**config.mk**
```make
export PLATFORM = sky130hd
export DESIGN_NAME = cbu_top
export DESIGN_NICKNAME = d
export VERILOG_FILES = /design/src/include/cbu_pkg.sv /design/src/include/cbu_dec_if.sv /design/src/core/cbu_top.sv /design/src/core/cbu_cond.sv
export SDC_FILE = /design/constraint.sdc
export NUM_CORES = 1
export LEC_CHECK = 0
export ABC_AREA = 1
export BUFFER_PORTS_ARGS = -buffer_cell sky130_fd_sc_hd__buf_2
export CAP_MARGIN = 20
export CORE_AREA = 2 2 88 123
export CTS_BUF_LIST = sky130_fd_sc_hd__clkbuf_4 sky130_fd_sc_hd__clkbuf_8 sky130_fd_sc_hd__clkbuf_16
export CTS_CLUSTER_SIZE = 14
export DETAILED_ROUTE_END_ITERATION = 10
export DIE_AREA = 0 0 90 125
export GPL_TIMING_DRIVEN = 1
export PLACE_DENSITY = 0.58
export SYNTH_ARGS = -nofsm -noshare
export SYNTH_HDL_FRONTEND = slang
export SYNTH_SLANG_ARGS = --single-unit
```
**constraint.sdc**
```tcl
create_clock -name clk_i -period 5.8 [get_ports clk_i]
set_clock_uncertainty 0.1 [all_clocks]
set_input_delay 0.58 -clock clk_i [delete_from_list [all_inputs] [get_ports clk_i]]
set_output_delay 0.58 -clock clk_i [all_outputs]
set_load 0.02 [all_outputs]
```
**src/include/cbu_pkg.sv**
```systemverilog
// Contract
// RULE1: opcode 0x3d branches when negative equals overflow
// RULE2: carry opcode branches only when carry set
// RULE3: unsigned ge shares 0x31 with carry branch
// RULE4: opcode 0x3c branches on zero clear, n equals ov
// RULE5: opcode 0x3e branches on carry set, zero clear
// RULE6: taken target is pc plus two plus offset
// RULE7: doubled offset is two's complement, both directions
// RULE8: offset is low 16 bits, signed words
// RULE9: taken branch flushes fetched slot with nop
// RULE10: base core: one cycle, two if taken
// RULE11: extended core: taken branch takes four cycles
// RULE12: untaken branch continues sequentially
// RULE13: flags never changed by branch
`default_nettype none
package cbu_pkg;
  // ********************************************
  // opcode upper bytes
  // ********************************************
  localparam logic [7:0] OPC_CARRY     = 8'h31; // carry / unsigned ge
  localparam logic [7:0] OPC_SIGNED_GT = 8'h3c; // signed greater than
  localparam logic [7:0] OPC_SIGNED_GE = 8'h3d; // signed greater or equal
  localparam logic [7:0] OPC_UNS_GT    = 8'h3e; // unsigned greater than
  // ********************************************
  // field layout
  // ********************************************
  localparam int INSN_W    = 24; // instruction word width
  localparam int PC_W      = 24; // program counter width
  localparam int OFS_W     = 16; // word offset width
  localparam int OPC_LSB   = 16; // opcode byte position
  localparam int FLAG_C    = 0;  // carry bit in status word
  localparam int FLAG_Z    = 1;  // zero bit
  localparam int FLAG_OV   = 2;  // overflow bit
  localparam int FLAG_N    = 3;  // negative bit
  localparam logic [PC_W-1:0] PC_STEP = 24'h000002; // next instruction
  localparam logic [INSN_W-1:0] NOP_WORD = 24'h000000; // flush word
  // ********************************************
  // timing
  // ********************************************
  localparam logic [1:0] TAKEN_EXTRA_BASE = 2'h1; // base: 2 cycles
  localparam logic [1:0] TAKEN_EXTRA_EXT  = 2'h3; // extended: 4 cycles
  localparam logic [PC_W-1:0] PC_RESET    = 24'h000000; // reset pc
  // decoded condition kinds
  typedef enum logic [2:0] {
    COND_NONE, COND_CARRY, COND_SGE, COND_SGT, COND_UGT
  } cbu_cond_e;
endpackage : cbu_pkg
`default_nettype wire

```
**src/include/cbu_dec_if.sv**
```systemverilog
`timescale 1ns/1ps
`default_nettype none
// decode result passed from condition decoder to branch unit core
interface cbu_dec_if;
  logic             is_branch; // opcode is a conditional branch
  logic             taken;     // condition holds
  logic [23:0]      target;    // computed target
  modport dec (output is_branch, output taken, output target);
  modport core (input is_branch, input taken, input target);
endinterface : cbu_dec_if
`default_nettype wire

```
**src/core/cbu_top.sv**
```systemverilog
`timescale 1ns/1ps
`default_nettype none
// ********************************************
// conditional branch unit
// ********************************************
module cbu_top #(
  parameter bit EXTENDED = 1'b0 // extended core variant
) (
  // clock and reset
  input  wire logic        clk_i,
  input  wire logic        reset_n_i,
  // from fetch / execute
  input  wire logic        insn_valid_i,   // insn_i executes this cycle
  input  wire logic [23:0] insn_i,         // executing instruction
  input  wire logic [23:0] pc_i,           // its address
  input  wire logic [15:0] status_word_i,  // flags
  // to fetch / program counter
  output logic             pc_load_o,      // load pc_target_o
  output logic [23:0]      pc_target_o,    // branch target
  output logic             flush_o,        // replace fetched slot with nop
  output logic             stall_o,        // branch still busy
  output logic             branch_done_o,  // branch completed
  output logic             taken_o         // last branch was taken
);
  cbu_dec_if dif (); // decode results
  logic [1:0] cnt_ff;     // remaining extra cycles
  logic       busy;       // extra cycles in progress
  logic       accept;     // new branch accepted
  cbu_cond u_cond (
    .insn_i        (insn_i),
    .pc_i          (pc_i),
    .status_word_i (status_word_i),
    .dec           (dif.dec)
  );
  assign busy   = (cnt_ff != 2'h0);
  assign accept = insn_valid_i && dif.is_branch && !busy;
  // ********************************************
  // latency counter [RULE10] [RULE11]
  // ********************************************
  always_ff @(posedge clk_i) begin
    if (!reset_n_i) begin
      cnt_ff <= 2'h0;
    end else if (accept && dif.taken) begin
      cnt_ff <= EXTENDED ? cbu_pkg::TAKEN_EXTRA_EXT : cbu_pkg::TAKEN_EXTRA_BASE;
    end else if (busy) begin
      cnt_ff <= cnt_ff - 2'h1;
    end
  end
  // ********************************************
  // pc load and flush; flags untouched [RULE13]
  // ********************************************
  always_ff @(posedge clk_i) begin
    if (!reset_n_i) begin
      pc_load_o   <= 1'b0;
      pc_target_o <= cbu_pkg::PC_RESET;
      flush_o     <= 1'b0;
      taken_o     <= 1'b0;
    end else begin
      pc_load_o <= accept && dif.taken;                  // [RULE6] [RULE12]
      flush_o   <= accept && dif.taken;                  // [RULE9]
      if (accept) begin
        pc_target_o <= dif.target;
        taken_o     <= dif.taken;
      end
    end
  end
  // ********************************************
  // stall and completion
  // ********************************************
  always_ff @(posedge clk_i) begin
    if (!reset_n_i) begin
      stall_o       <= 1'b0;
      branch_done_o <= 1'b0;
    end else begin
      // stall covers the extra cycles of a taken branch
      stall_o <= (accept && dif.taken) || (cnt_ff > 2'h1);
      // untaken: done next edge; taken: when count runs out
      branch_done_o <= (accept && !dif.taken) || (cnt_ff == 2'h1);
    end
  end
endmodule : cbu_top
`default_nettype wire

```
**src/core/cbu_cond.sv**
```systemverilog
`timescale 1ns/1ps
`default_nettype none
// ********************************************
// condition decode and target compute
// ********************************************
module cbu_cond (
  // instruction and state
  input  wire logic [23:0] insn_i,
  input  wire logic [23:0] pc_i,
  input  wire logic [15:0] status_word_i,
  // result
  cbu_dec_if.dec           dec
);
  logic            n_f;   // negative
  logic            ov_f;  // overflow_flag
  logic            z_f;   // zero
  logic            c_f;   // carry
  cbu_pkg::cbu_cond_e kind; // decoded condition
  logic [23:0]     ofs_x; // doubled sign-extended offset
  assign n_f  = status_word_i[cbu_pkg::FLAG_N];
  assign ov_f = status_word_i[cbu_pkg::FLAG_OV];
  assign z_f  = status_word_i[cbu_pkg::FLAG_Z];
  assign c_f  = status_word_i[cbu_pkg::FLAG_C];
  // opcode decode
  always_comb begin
    case (insn_i[23:16])
      cbu_pkg::OPC_CARRY:     kind = cbu_pkg::COND_CARRY; // [RULE2] [RULE3]
      cbu_pkg::OPC_SIGNED_GE: kind = cbu_pkg::COND_SGE;   // [RULE1]
      cbu_pkg::OPC_SIGNED_GT: kind = cbu_pkg::COND_SGT;   // [RULE4]
      cbu_pkg::OPC_UNS_GT:    kind = cbu_pkg::COND_UGT;   // [RULE5]
      default:                kind = cbu_pkg::COND_NONE;
    endcase
  end
  // condition evaluation
  always_comb begin
    case (kind)
      cbu_pkg::COND_CARRY: dec.taken = c_f;                    // [RULE2]
      cbu_pkg::COND_SGE:   dec.taken = (n_f == ov_f);          // [RULE1]
      cbu_pkg::COND_SGT:   dec.taken = !z_f && (n_f == ov_f);  // [RULE4]
      cbu_pkg::COND_UGT:   dec.taken = c_f && !z_f;            // [RULE5]
      default:             dec.taken = 1'b0;
    endcase
  end
  assign dec.is_branch = (kind != cbu_pkg::COND_NONE);
  // signed word offset, doubled, sign-extended [RULE7] [RULE8]
  assign ofs_x = {{7{insn_i[15]}}, insn_i[15:0], 1'b0};
  assign dec.target = pc_i + cbu_pkg::PC_STEP + ofs_x; // [RULE6]
endmodule : cbu_cond
`default_nettype wire

```
# After elaboration in Yosys (flattened, before gate mapping)
# Index checks and enable logic that the tools add are counted.
# totals
ff_bits	30
latch_bits	0
mem_bits_rw	0
rom_bits	0
input_bits	67
output_inout_bits	29
elab_cells	41
mem_count	0
# op_classes
add_sub_neg	3
multipliers	0
n_div	0
n_lt_le_gt_ge	1
n_eq_ne	10
shifts	0
muxes	4
bitwise	1
n_reduce_logical	15
# op_table
op	count
8-bit by 6-bit == test with 1-bit output (second input constant)	4
24-bit by 2-bit adder with 24-bit output (second input constant)	1
24-bit adder	1
3-bit case mux with 4 select lines	1
3-bit by 2-bit == test with 1-bit output (second input constant)	2
1-bit logical AND	6
1-bit case mux with 4 select lines	1
2-bit nonzero test	2
3-bit by 1-bit == test with 1-bit output (second input constant)	1
3-bit == test (second input constant)	1
1-bit zero test	3
3-bit nonzero test	1
2-bit by 1-bit == test with 1-bit output (second input constant)	1
2-bit by 1-bit greater-than comparator with 1-bit output (second input constant)	1
1-bit logical OR	2
1-bit 2-to-1 mux	2
2-bit OR reduction	1
2-bit by 1-bit subtractor with 2-bit output (second input constant)	1
1-bit == test	1
1-bit NOT	1

# Logic depth before layout (Yosys ltp)
# Gate-level depths: netlist of run 1.
# depth
depth_word	7
mapped_depth	17
ltp_nobuf	17

# By module
# A second synthesis of run 1 with hierarchy kept.
# unflattened
cells_unflattened	523
area_unflattened_um2	3145.5
# by_module_without_submodules
module	n_inst	cells_each	area_per_inst_um2
cbu_cond	1	338	1909.3
cbu_top	1	185	1236.2

# Worst setup path before layout of run 1
# OpenSTA, ideal clock, no wires.
# synth_timing
kind	input -> register
start	input port insn_i[1]
end	register pc_target_o[18]
setup_ns	0.109
arrival_ns	2.192
t_required_ns	5.591
setup_slack_ns	3.399
cell_stages	14
path_cell_list	ha_1 > ha_1 > inv_1 > fa_1 > inv_1 > nand3_1 > nand3_1 > nand2_1 > nand2_1 > nand2_1 > nand3_1 > nand3_1 > nand2_1 > inv_1
# synth_between
elab_chain_len	1
# synth_lines
item	line_no	rtl
from (decl)	cbu_top.sv:14	input wire logic [23:0] insn_i,
24-bit adder	cbu_cond.sv:47	assign dec.target = pc_i + cbu_pkg::PC_STEP + ofs_x;
to (signal assigned)	cbu_top.sv:55	pc_target_o <= cbu_pkg::PC_RESET;
to (signal assigned)	cbu_top.sv:62	pc_target_o <= dif.target;
to (decl)	cbu_top.sv:19	output logic [23:0] pc_target_o,
# No other way between the ends.
# A chain may end at the register's enable or synchronous reset.

# Worst setup path after layout of run 1
# Ends and elaborated chain as after synthesis.

==> results.py, run 1 <==
metrics = {
    "flow_run": {
        "max-cap-violations": 0,
    },
    "critical_path": {
        "critical_path_peak_fanout": 4,
        "max_stage_delay_ns": 0.42,
        "worstPathRequired_ns": 5.87,
        "path_buf_inv": 4,
        "end_kind": "flop",
        "cpMaxStageDelayCell": "fa_1",
        "worst_path_dominant_cell_family": "adder cells",
        "timing.rr.start": "cnt_ff[1]",
        "reg2reg_depth": 7,
        "critical_path_class": "input pin to flop",
        "r2r_slack_ns": 3.58,
        "cp_data_arrival_time_ns": 2.59,
        "path_cells": "buf_2 -> ha_1 -> ha_1 -> inv_1 -> fa_1 -> inv_1 -> nand3_1 -> nand3_1 -> nand2_1 -> nand2_1 -> nand2_1 -> nand3_1 -> nand3_1 -> nand2_1 -> inv_1",
        "start_kind": "input pin",
        "r2r_end": "pc_target_o[19]",
    },
    "grt": {
        "grt_pass1_wl_um": 13440,
        "grt_pass1_vias": 3053,
        "track_usage_pct": 14.36,
        "antenna_found_initial": 0,
        "grt_overflow_total": 0,
        "grt_max_degree": 50,
    },
    "finish": {
        "diodes": 0,
        "multi_input_area_um2": 1983,
        "drive_above_1_share_pct": 16.20,
        "nNetsFinal": 687,
        "fillers": 1216,
        "regArea_um2": 600.6,
        "area_growth_pct": 22.45,
    },
    "floorplanning": {
        "ioPinCount": 96,
        "rows": 44,
        "core_area_um2": 10240,
        "die_h_um": 125,
        "dieWidth_um": 90,
        "dieArea_um2": 11250,
        "start_util_pct": 29.01,
    },
    "sta": {
        "rsz0062_at_grt": "no",
        "worstMarginPinSlew_ns": 1.024,
        "tns_ns": 0,
        "finalHoldViolCount": 0,
        "max_slew_margin_pct": 31.54,
        "fmax_mhz": 396.3,
        "period_needed_ns": 2.523,
        "slew_violations": 0,
        "fin_crit_sh_pct": 43.50,
        "setup_viol": 0,
    },
    "clocking": {
        "numCtsBuffers": 5,
        "cts_root_buf": "clkbuf_16",
        "cts_tree": "done",
        "postCtsSetupBuffers": 0,
        "cts_sinks": 30,
        "path_clk_slew_ns": 0.05,
        "ctsHoldBuffers": 0,
        "h-tree-depth": 2,
        "ctsResizeCount": 0,
        "cts_buffer_depth": 2,
        "clock_latency_ns": 0.27,
    },
    "logic_synthesis": {
        "syn_nets": 605,
        "synth_area_per_cell_um2": 6.037,
        "synth_flop_cell": "dfxtp_1",
        "yosys.cell_count.top_type": "nand2_1",
        "ys_async_sr_fraction_pct": 0,
        "synth.top_cell.area_share_pct": 20.22,
        "ys_types": 23,
        "yosys-top-cells-count": "nand2_1 (157), inv_1 (87), nor2_1 (60), ha_1 (45), nand3_1 (35)",
        "yosys.area.top_type": "dfxtp_1",
        "yosys_warnings": 0,
        "ys_ff_latch": 30,
        "synth_area_leaders": "dfxtp_1 (20%), nand2_1 (20%), ha_1 (19%), inv_1 (11%), nor2_1 (7.6%)",
        "ys_seq_area_share_pct": 20.22,
        "syn_area_um2": 2970,
        "synth_edf_count": 0,
        "syn_inst": 492,
    },
    "pwr": {
        "switching_share_pct": 35.55,
        "clkPwrFrac_pct": 32.1,
        "ir_worst_vdd_mv": 0.1252,
        "p_seq_share_pct": 30.0,
        "pwr-share-comb_pct": 37.9,
        "p_leak_nw": 2.164,
        "finalPower_uw": 742.2,
        "p_sw_uw": 263.8,
        "p_int_uw": 478.4,
        "power_density_nw_per_um2": 204.1,
    },
    "placed_design": {
        "hpwl_um": 6723,
        "portBuffers": 83,
        "place.gp.congestion": 0.8535,
    },
    "drt": {
        "vias_per_cell": 4.423,
        "drtPass1Iterations": 4,
        "drtIter0Drc": 121,
        "routed_wl_um": 7927,
        "wl_per_cell_um": 11.13,
        "ant_nets": 0,
        "via_count": 3149,
        "post-route-drc-count": 0,
    },
    "hold_path": {
        "worstHoldEndpoint": "pc_target_o[4]",
        "holdCritPathClass": "flop to flop",
        "worstHoldPathCells": 2,
        "hold_path_startpoint": "pc_target_o[4]",
    },
    "outcome": {
        "status": "finished clean",
    },
}
tightest hold or removal path: cells and delay by family (launching register included):
| kind | cells | cell delay, ns |
|---|---|---|
| flip-flops | 1 | 0.33 |
| AND/OR/NAND/NOR | 2 | 0.13 |
per-stage QoR:
step	utilization (%)	std cells	hold slack [ns]	instance area, um2	setup WS (ns)
3_5_place_dp	34.20	705	0.3943	3502	2.986
4_1_cts	35.52	712	0.4028	3637	3.255
3_3_place_gp	34.20	705	0.3737	3502	2.988
2_1_floorplan	-	492	0.3868	2970	3.399
6_report	35.52	712	0.3909	3637	3.277
5_1_grt	35.52	712	0.4433	3637	3.001
flip-flops by register name, indices dropped and copies added (netlist names):
register       cells
pc_target_o       24
cnt_ff             2
branch_done_o      1
flush_o            1
stall_o            1
taken_o            1
cell families after synthesis:
group	count (synthesis)	share of synthesized area, %
and+or+nand+nor	265	36.06
buffers and inverters	96	13.02
AOI/OAI and AO/OA	42	7.245
adders and majority gates	46	19.63
DFF	30	20.22
xor gates and xnor gates	13	3.833
layout make-up:
| cell class | instances | area share (%) |
|---|---|---|
| Multi-Input combinational cell | 366 | 54.52 |
| Sequential cell | 30 | 16.51 |
| Timing Repair Buffer | 83 | 11.42 |
| Inverter | 88 | 9.082 |
| Tap cell | 138 | 4.747 |
| Clock buffer | 5 | 3.440 |
| Clock inverter | 2 | 0.2752 |
cells in the final DEF, fill, tap and decap left out, drive strengths merged:
cell type,Yosys,final
nor3,8,8
dfxtp,30,30
o21bai,1,1
o31ai,1,1
xor2,4,4
ha,45,45
buf,7,83
inv,88,88
o21ai,18,18
fa,1,1
nand4,4,4
clkinv,0,2
a21oi,22,22
xnor2,9,9
nor2,61,61
nand3,35,35
clkbuf,1,5
nand2,157,157
how the worst max path moves through the flow:
stage                      end  startpoint  cells past startpoint
2_1_floorplan  pc_target_o[18]   insn_i[1]                     14
3_3_place_gp   pc_target_o[18]   insn_i[1]                     15
3_5_place_dp   pc_target_o[18]   insn_i[1]                     15
4_1_cts        pc_target_o[18]   insn_i[1]                     15
5_1_grt        pc_target_o[18]     pc_i[2]                     15
6_report       pc_target_o[18]   insn_i[1]                     15
power by group through the flow:
stage | registers (mW) | logic [mW] | clock network (mW)
CTS | 0.222 | 0.287 | 0.246
global placement | 0.226 | 0.280 | 0
detailed placement | 0.227 | 0.285 | 0
finish | 0.222 | 0.282 | 0.238
global route | 0.223 | 0.325 | 0.257
floorplan | 0.231 | 0.197 | 0
metal layers:
| metal | wire, um | GRT usage, % | part of all wire [%] | up-vias |
|---|---|---|---|---|
| li1 | - | - | - | 1691 |
| met1 | 3177 | 15.34 | 40 | 1373 |
| met2 | 4181 | 28.08 | 53 | 68 |
| met3 | 319 | 2.169 | 4.0 | 17 |
| met4 | 249 | 5.158 | 3.1 | 0 |
| met5 | 0 | 0 | 0 | - |
(Power assumes the default switching activity.)
==> run 2, diff against run 1 <==
--- a/config.mk
+++ b/config.mk
@@ -5,16 +5,16 @@
 export SDC_FILE = /design/constraint.sdc
 export NUM_CORES = 1
 export LEC_CHECK = 0
-export ABC_AREA = 1
+export ABC_AREA = 0
 export BUFFER_PORTS_ARGS = -buffer_cell sky130_fd_sc_hd__buf_2
 export CAP_MARGIN = 20
-export CORE_AREA = 2 2 88 123
+export CORE_AREA = 2 2 81 114
 export CTS_BUF_LIST = sky130_fd_sc_hd__clkbuf_4 sky130_fd_sc_hd__clkbuf_8 sky130_fd_sc_hd__clkbuf_16
 export CTS_CLUSTER_SIZE = 14
 export DETAILED_ROUTE_END_ITERATION = 10
-export DIE_AREA = 0 0 90 125
+export DIE_AREA = 0 0 83 116
 export GPL_TIMING_DRIVEN = 1
-export PLACE_DENSITY = 0.58
+export PLACE_DENSITY = 0.61
 export SYNTH_ARGS = -nofsm -noshare
 export SYNTH_HDL_FRONTEND = slang
 export SYNTH_SLANG_ARGS = --single-unit
==> constraint.sdc (replaced) <==
create_clock -name clk_i -period 2.1 [get_ports clk_i]
set_clock_uncertainty 0.1 [all_clocks]
set_input_delay 0.21 -clock clk_i [delete_from_list [all_inputs] [get_ports clk_i]]
set_output_delay 0.21 -clock clk_i [all_outputs]
set_load 0.02 [all_outputs]
==> run 2 against run 1 <==
Against the previous run:
- the flow now finishes with violations (negative setup slack)
- largest power group unchanged
- via count fell by 15%
- count of clock-buffer cells in the layout rose by 2
- core utilization rose by 10 points
- synthesized area fell by 15%
- sequential power rose to 2.7 times the previous value
- non-clock buffer count rose by 50
- critical path depth fell by 3
==> results.py, run 2 <==
metrics = {
    "grt": {
        "grt_overflow_total": 0,
        "grt_pass1_vias": 2570,
        "grt_pass1_wl_um": 11590,
        "track_usage_pct": 14.48,
        "grt_max_degree": 32,
        "antenna_found_initial": 0,
    },
    "floorplanning": {
        "start_util_pct": 29.40,
        "core_area_um2": 8558,
        "rows": 40,
        "ioPinCount": 96,
        "dieWidth_um": 83,
        "die_h_um": 116,
        "dieArea_um2": 9628,
    },
    "logic_synthesis": {
        "yosys.area.top_type": "dfxtp_1",
        "ys_types": 47,
        "yosys.cell_count.top_type": "ha_1",
        "syn_nets": 424,
        "syn_inst": 311,
        "ys_seq_area_share_pct": 23.87,
        "yosys_warnings": 0,
        "syn_area_um2": 2516,
        "synth_area_leaders": "dfxtp_1 (24%), ha_1 (22%), a21oi_1 (6.6%), nand2_1 (5.4%), xnor2_1 (3.8%)",
        "ys_async_sr_fraction_pct": 0,
        "synth_flop_cell": "dfxtp_1",
        "synth_area_per_cell_um2": 8.091,
        "ys_ff_latch": 30,
        "synth_edf_count": 0,
        "synth.top_cell.area_share_pct": 23.87,
        "yosys-top-cells-count": "ha_1 (45), nand2_1 (36), a21oi_1 (33), dfxtp_1 (30), nor2_1 (20)",
    },
    "clocking": {
        "cts_root_buf": "clkbuf_16",
        "path_clk_slew_ns": 0.05,
        "numCtsBuffers": 5,
        "h-tree-depth": 2,
        "clock_latency_ns": 0.27,
        "cts_tree": "done",
        "cts_sinks": 30,
        "ctsHoldBuffers": 0,
        "cts_buffer_depth": 2,
    },
    "finish": {
        "nNetsFinal": 554,
        "largest_reg_flops": 24,
        "layout_common_cells": "buf_2 (79), buf_4 (48), nand2_1 (35)",
        "top_regs": "pc_target_o: 24 flops, cnt_ff: 2 flops",
        "final_common_cell": "buf_2",
        "diodes": 0,
        "area_growth_pct": 55.94,
        "fillers": 850,
        "drive_above_1_share_pct": 43.44,
        "regMostFlops": "pc_target_o",
    },
    "critical_path": {
        "critical_path_peak_fanout": 4,
        "r2r_end": "pc_target_o[8]",
        "crit_top_cell": "ha_4",
        "cpMaxStageDelayCell": "fa_2",
        "reg2reg_depth": 6,
        "timing.rr.start": "cnt_ff[1]",
        "path_cells": "buf_6 -> ha_4 -> ha_4 -> inv_2 -> fa_2 -> nor2b_4 -> o2111ai_4 -> nand4_1 -> nand2_2 -> o31ai_4 -> o31a_1 -> o211ai_1",
        "worstPathRequired_ns": 2.14,
        "start_kind": "input pin",
        "end_kind": "flop",
        "crit_start": "pc_i[2]",
        "r2r_slack_ns": 0.36,
        "worst_path_dominant_cell_family": "adder cells",
        "max_stage_delay_ns": 0.36,
        "path_depth": 12,
        "endpoint": "pc_target_o[22]",
        "path_buf_inv": 2,
        "critical_path_class": "input pin to flop",
        "cp_data_arrival_time_ns": 2.17,
    },
    "pwr": {
        "p_leak_nw": 1.767,
        "power_density_nw_per_um2": 589.1,
        "ir_worst_vdd_mv": 0.3471,
    },
    "sta": {
        "worst_slack_ns": -0.02054,
        "setup_viol": 2,
        "holdWs_ns": 0.07550,
        "finalHoldViolCount": 0,
        "period_needed_ns": 2.121,
        "rsz0062_at_grt": "yes",
        "fmax_mhz": 471.6,
        "slew_violations": 0,
        "max_slew_margin_pct": 72.20,
        "worstMarginPinSlew_ns": 0.4166,
        "fin_crit_sh_pct": 101.0,
        "tns_ns": -0.02877,
    },
    "hold_path": {
        "hold_path_startpoint": "pc_i[0]",
        "holdCritPathClass": "input pin to flop",
    },
    "flow_run": {
        "max-cap-violations": 0,
    },
    "drt": {
        "via_count": 2672,
        "routed_wl_um": 7092,
        "vias_per_cell": 4.885,
        "wl_per_cell_um": 12.97,
        "drtIter0Drc": 58,
        "ant_nets": 0,
        "post-route-drc-count": 0,
        "drtPass1Iterations": 4,
    },
    "outcome": {
        "status": "finished, violations left",
        "violations": "negative setup slack",
    },
    "placed_design": {
        "place_ws_ns": -0.4474,
        "portBuffers": 83,
        "hpwl_um": 5553,
        "place.gp.congestion": 0.8199,
    },
}
==> run 2: kinds of logic after synthesis <==
| kind of cell | share of synthesized area [%] |
|---|---|
| buf+inv | 4.078 |
| fa+ha+maj | 23.17 |
| simple gates | 19.00 |
| flops | 23.87 |
| xor+xnor | 5.221 |
| compound gates | 24.66 |
==> run 2: area by class of cell <==
class                   instances  area [um2]  share of cell area (%)
repair buffers                133       832.0                   21.21
clock inverters                 1       5.005                  0.1276
inverters                      16       60.06                   1.531
multi-input cells             255        2148                   54.75
well taps                     105       131.4                   3.348
flip-flops and latches         30       600.6                   15.31
clock buffers                   7       146.4                   3.731
==> run 2: metal layers <==
layer / global-route usage (%) / part of all wire, % / up-vias
li1: - / - / 1391
met1: 17.32 / 43 / 1213
met2: 26.18 / 52 / 59
met5: 0 / 0 / -
met4: 5.137 / 1.6 / 0
met3: 2.422 / 4.2 / 9
==> run 2: worst reg2reg max path: stages (launching register included) <==
cell and delay [ns]:
dfxtp_1 0.30, inv_1 0.09, ha_1 0.27, o2111ai_2 0.17, buf_12 0.21, or3_1 0.39
a21oi_1 0.15
==> run 2: through the flow <==
step                power [mW]  std cells  util (%)  cell area (um2)
global placement         1.455        530     40.75             3487
global route             2.473        547     45.85             3924
finish                   2.311        547     45.85             3924
floorplan                1.156        311         -             2656
detailed placement       1.466        530     40.75             3487
CTS                      2.246        541     43.73             3742
==> run 2: timing repair <==
action / in CTS / in global routing
setup buffers: 3 / 6
endpoints found under the setup margin: 9 / 14
hold endpoints to repair: 0 / 0
resized for setup: 13 / 24
pin swaps: 20 / 20
==> run 2: report_power, final <==
group	total (mW)	switching (mW)	leakage, nW	internal (mW)
clock	0.727	0.245	0.0773	0.482
sequential	0.609	0.0120	0.242	0.597
combinational	0.976	0.477	1.45	0.500
==> run 2: worst min path at each step <==
| stage | endpoint | depth (start not counted) |
|---|---|---|
| detailed placement | pc_target_o[7] | 2 |
| global placement | pc_target_o[6] | 2 |
| floorplan | pc_target_o[0] | 2 |
| CTS | pc_target_o[0] | 3 |
| global route | pc_target_o[0] | 3 |
| finish | pc_target_o[0] | 3 |
==> run 3, diff against run 2 <==
--- a/config.mk
+++ b/config.mk
@@ -14,7 +14,7 @@
 export DETAILED_ROUTE_END_ITERATION = 10
 export DIE_AREA = 0 0 83 116
 export GPL_TIMING_DRIVEN = 1
-export PLACE_DENSITY = 0.61
+export PLACE_DENSITY = 0.59
 export SYNTH_ARGS = -nofsm -noshare
 export SYNTH_HDL_FRONTEND = slang
 export SYNTH_SLANG_ARGS = --single-unit
==> constraint.sdc (replaced) <==
create_clock -name clk_i -period 2.2 [get_ports clk_i]
set_clock_uncertainty 0.1 [all_clocks]
set_input_delay 0.22 -clock clk_i [delete_from_list [all_inputs] [get_ports clk_i]]
set_output_delay 0.22 -clock clk_i [all_outputs]
set_load 0.02 [all_outputs]
==> run 3 against run 2 <==
Against the previous run:
- the flow now finishes without violations
- critical path type unchanged
- largest power group unchanged
- combinational power is 12% lower
- design area is 3.6% lower
- non-clock buffer count decreased by 7
- worst hold slack improved by 0.022 ns
- highest routed layer unchanged
- register-to-register slack improved by 0.09 ns
==> results.py, run 3 (synthesized netlist as in run 2, its figures left out) <==
metrics = {
    "sta": {
        "max_slew_margin_pct": 74.26,
        "fmax_mhz": 463.9,
        "setup_viol": 0,
        "finalHoldViolCount": 0,
        "fin_crit_sh_pct": 97.99,
        "worstMarginPinSlew_ns": 0.3831,
        "rsz0062_at_grt": "yes",
        "period_needed_ns": 2.156,
        "slew_violations": 0,
    },
    "floorplanning": {
        "die_h_um": 116,
        "dieWidth_um": 83,
        "rows": 40,
        "start_util_pct": 29.40,
        "core_area_um2": 8558,
        "ioPinCount": 96,
        "dieArea_um2": 9628,
    },
    "pwr": {
        "power_density_nw_per_um2": 578.3,
        "p_leak_nw": 1.729,
        "finalPower_mw": 2.188,
        "ir_worst_vdd_mv": 0.3205,
    },
    "critical_path": {
        "critical_path_peak_fanout": 3,
        "start_kind": "input pin",
        "worstPathRequired_ns": 2.24,
        "crit_start": "pc_i[2]",
        "cp_data_arrival_time_ns": 2.20,
        "path_depth": 12,
        "max_stage_delay_ns": 0.33,
        "end_kind": "flop",
        "path_buf_inv": 2,
        "timing.rr.start": "cnt_ff[1]",
        "worst_path_dominant_cell_family": "adder cells",
        "path_cells": "buf_2 -> ha_4 -> ha_4 -> inv_2 -> fa_2 -> nor2b_2 -> o2111ai_2 -> nand4_1 -> nand2_1 -> o31ai_4 -> o31a_1 -> o211ai_1",
        "critical_path_class": "input pin to flop",
        "reg2reg_depth": 6,
        "cpMaxStageDelayCell": "fa_2",
        "crit_top_cell": "ha_4",
    },
    "clocking": {
        "cts_sinks": 30,
        "cts_tree": "done",
        "path_clk_slew_ns": 0.05,
        "cts_buffer_depth": 2,
        "h-tree-depth": 2,
        "numCtsBuffers": 5,
        "clock_latency_ns": 0.26,
        "cts_root_buf": "clkbuf_16",
    },
    "outcome": {
        "status": "finished clean",
    },
    "placed_design": {
        "hpwl_um": 5584,
        "place.gp.congestion": 0.8445,
        "portBuffers": 83,
    },
    "finish": {
        "top_regs": "pc_target_o: 24 flops, cnt_ff: 2 flops",
        "layout_common_cells": "buf_2 (83), buf_4 (41), nand2_1 (36)",
        "nNetsFinal": 547,
        "final_common_cell": "buf_2",
        "diodes": 0,
        "drive_above_1_share_pct": 40.23,
        "largest_reg_flops": 24,
        "area_growth_pct": 50.37,
        "fillers": 846,
        "fin_util_pct": 44.21,
        "regMostFlops": "pc_target_o",
    },
    "grt": {
        "grt_pass1_vias": 2684,
        "grt_max_degree": 32,
        "antenna_found_initial": 0,
        "track_usage_pct": 14.33,
        "grt_pass1_wl_um": 11540,
        "grt_overflow_total": 0,
    },
    "drt": {
        "ant_nets": 0,
        "via_count": 2694,
        "vias_per_cell": 4.989,
        "post-route-drc-count": 0,
        "drtIter0Drc": 68,
        "routed_wl_um": 6976,
        "drtPass1Iterations": 4,
        "wl_per_cell_um": 12.92,
    },
    "hold_path": {
        "hold_path_startpoint": "pc_i[0]",
        "worstHoldPathCells": 3,
        "holdCritPathClass": "input pin to flop",
    },
    "flow_run": {
        "max-cap-violations": 0,
    },
}
==> run 3: cell count changes in the layout (fill, tap and decap cells not counted), sizes merged <==
cell    before  now
clkbuf       7    8
buf        133  126
clkinv       1    0
==> run 3: final cells by class <==
type	instances	area (um2)	share of cell area (%)
Sequential cell	30	600.6	15.87
Tap cell	105	131.4	3.472
Multi-Input combinational cell	255	2062	54.50
Clock buffer	8	166.4	4.398
Timing Repair Buffer	126	763.2	20.17
Inverter	16	60.06	1.587
==> run 3: stage by stage <==
step	setup slack (ns)	hold WS (ns)	std cells	setup TNS (ns)	area, um2
after floorplan	0.01736	0.2560	311	0	2619
after global placement	-0.2686	0.3392	529	-2.505	3455
after detailed placement	-0.2899	0.3436	529	-2.987	3455
after CTS	0.002932	0.09137	537	0	3631
after global routing	-0.07779	0.09277	540	-0.2291	3784
final	0.04414	0.09737	540	0	3784
==> run 3: report_power, final <==
group / total (mW) / internal [mW] / switching [mW]
combinational: 0.860 / 0.432 / 0.427
clock: 0.748 / 0.511 / 0.237
sequential: 0.580 / 0.569 / 0.0110
total: 2.19 / 1.51 / 0.675
==> run 3: path summary, 6_finish.rpt <==
| kind | end | slack [ns] |
|---|---|---|
| setup / recovery | pc_target_o[22] | 0.04 |
| hold / removal | pc_target_o[0] | 0.1 |
| setup reg to reg | pc_target_o[8] | 0.45 |
| hold reg to reg | pc_target_o[12] | 0.35 |
==> run 3: routing by layer <==
layer	up-vias	GRT usage [%]	part of all wire [%]
met5	-	0	0
met4	0	5.355	1.9
met3	14	2.137	5.2
met2	82	27.15	52
met1	1221	16.21	41
li1	1377	-	-
==> run 3: repair_timing <==
action,CTS,global route
pin swaps,2,18
buffers inserted,0,3
gates resized for setup,3,17
hold buffers,0,0
endpoints found under the setup margin,2,11
==> run 3: worst reg2reg max path: stages (launching register included) <==
cell	delay, ns
dfxtp_1	0.30
inv_1	0.09
ha_1	0.27
o2111ai_2	0.16
buf_12	0.21
or3_1	0.40
a21oi_1	0.15
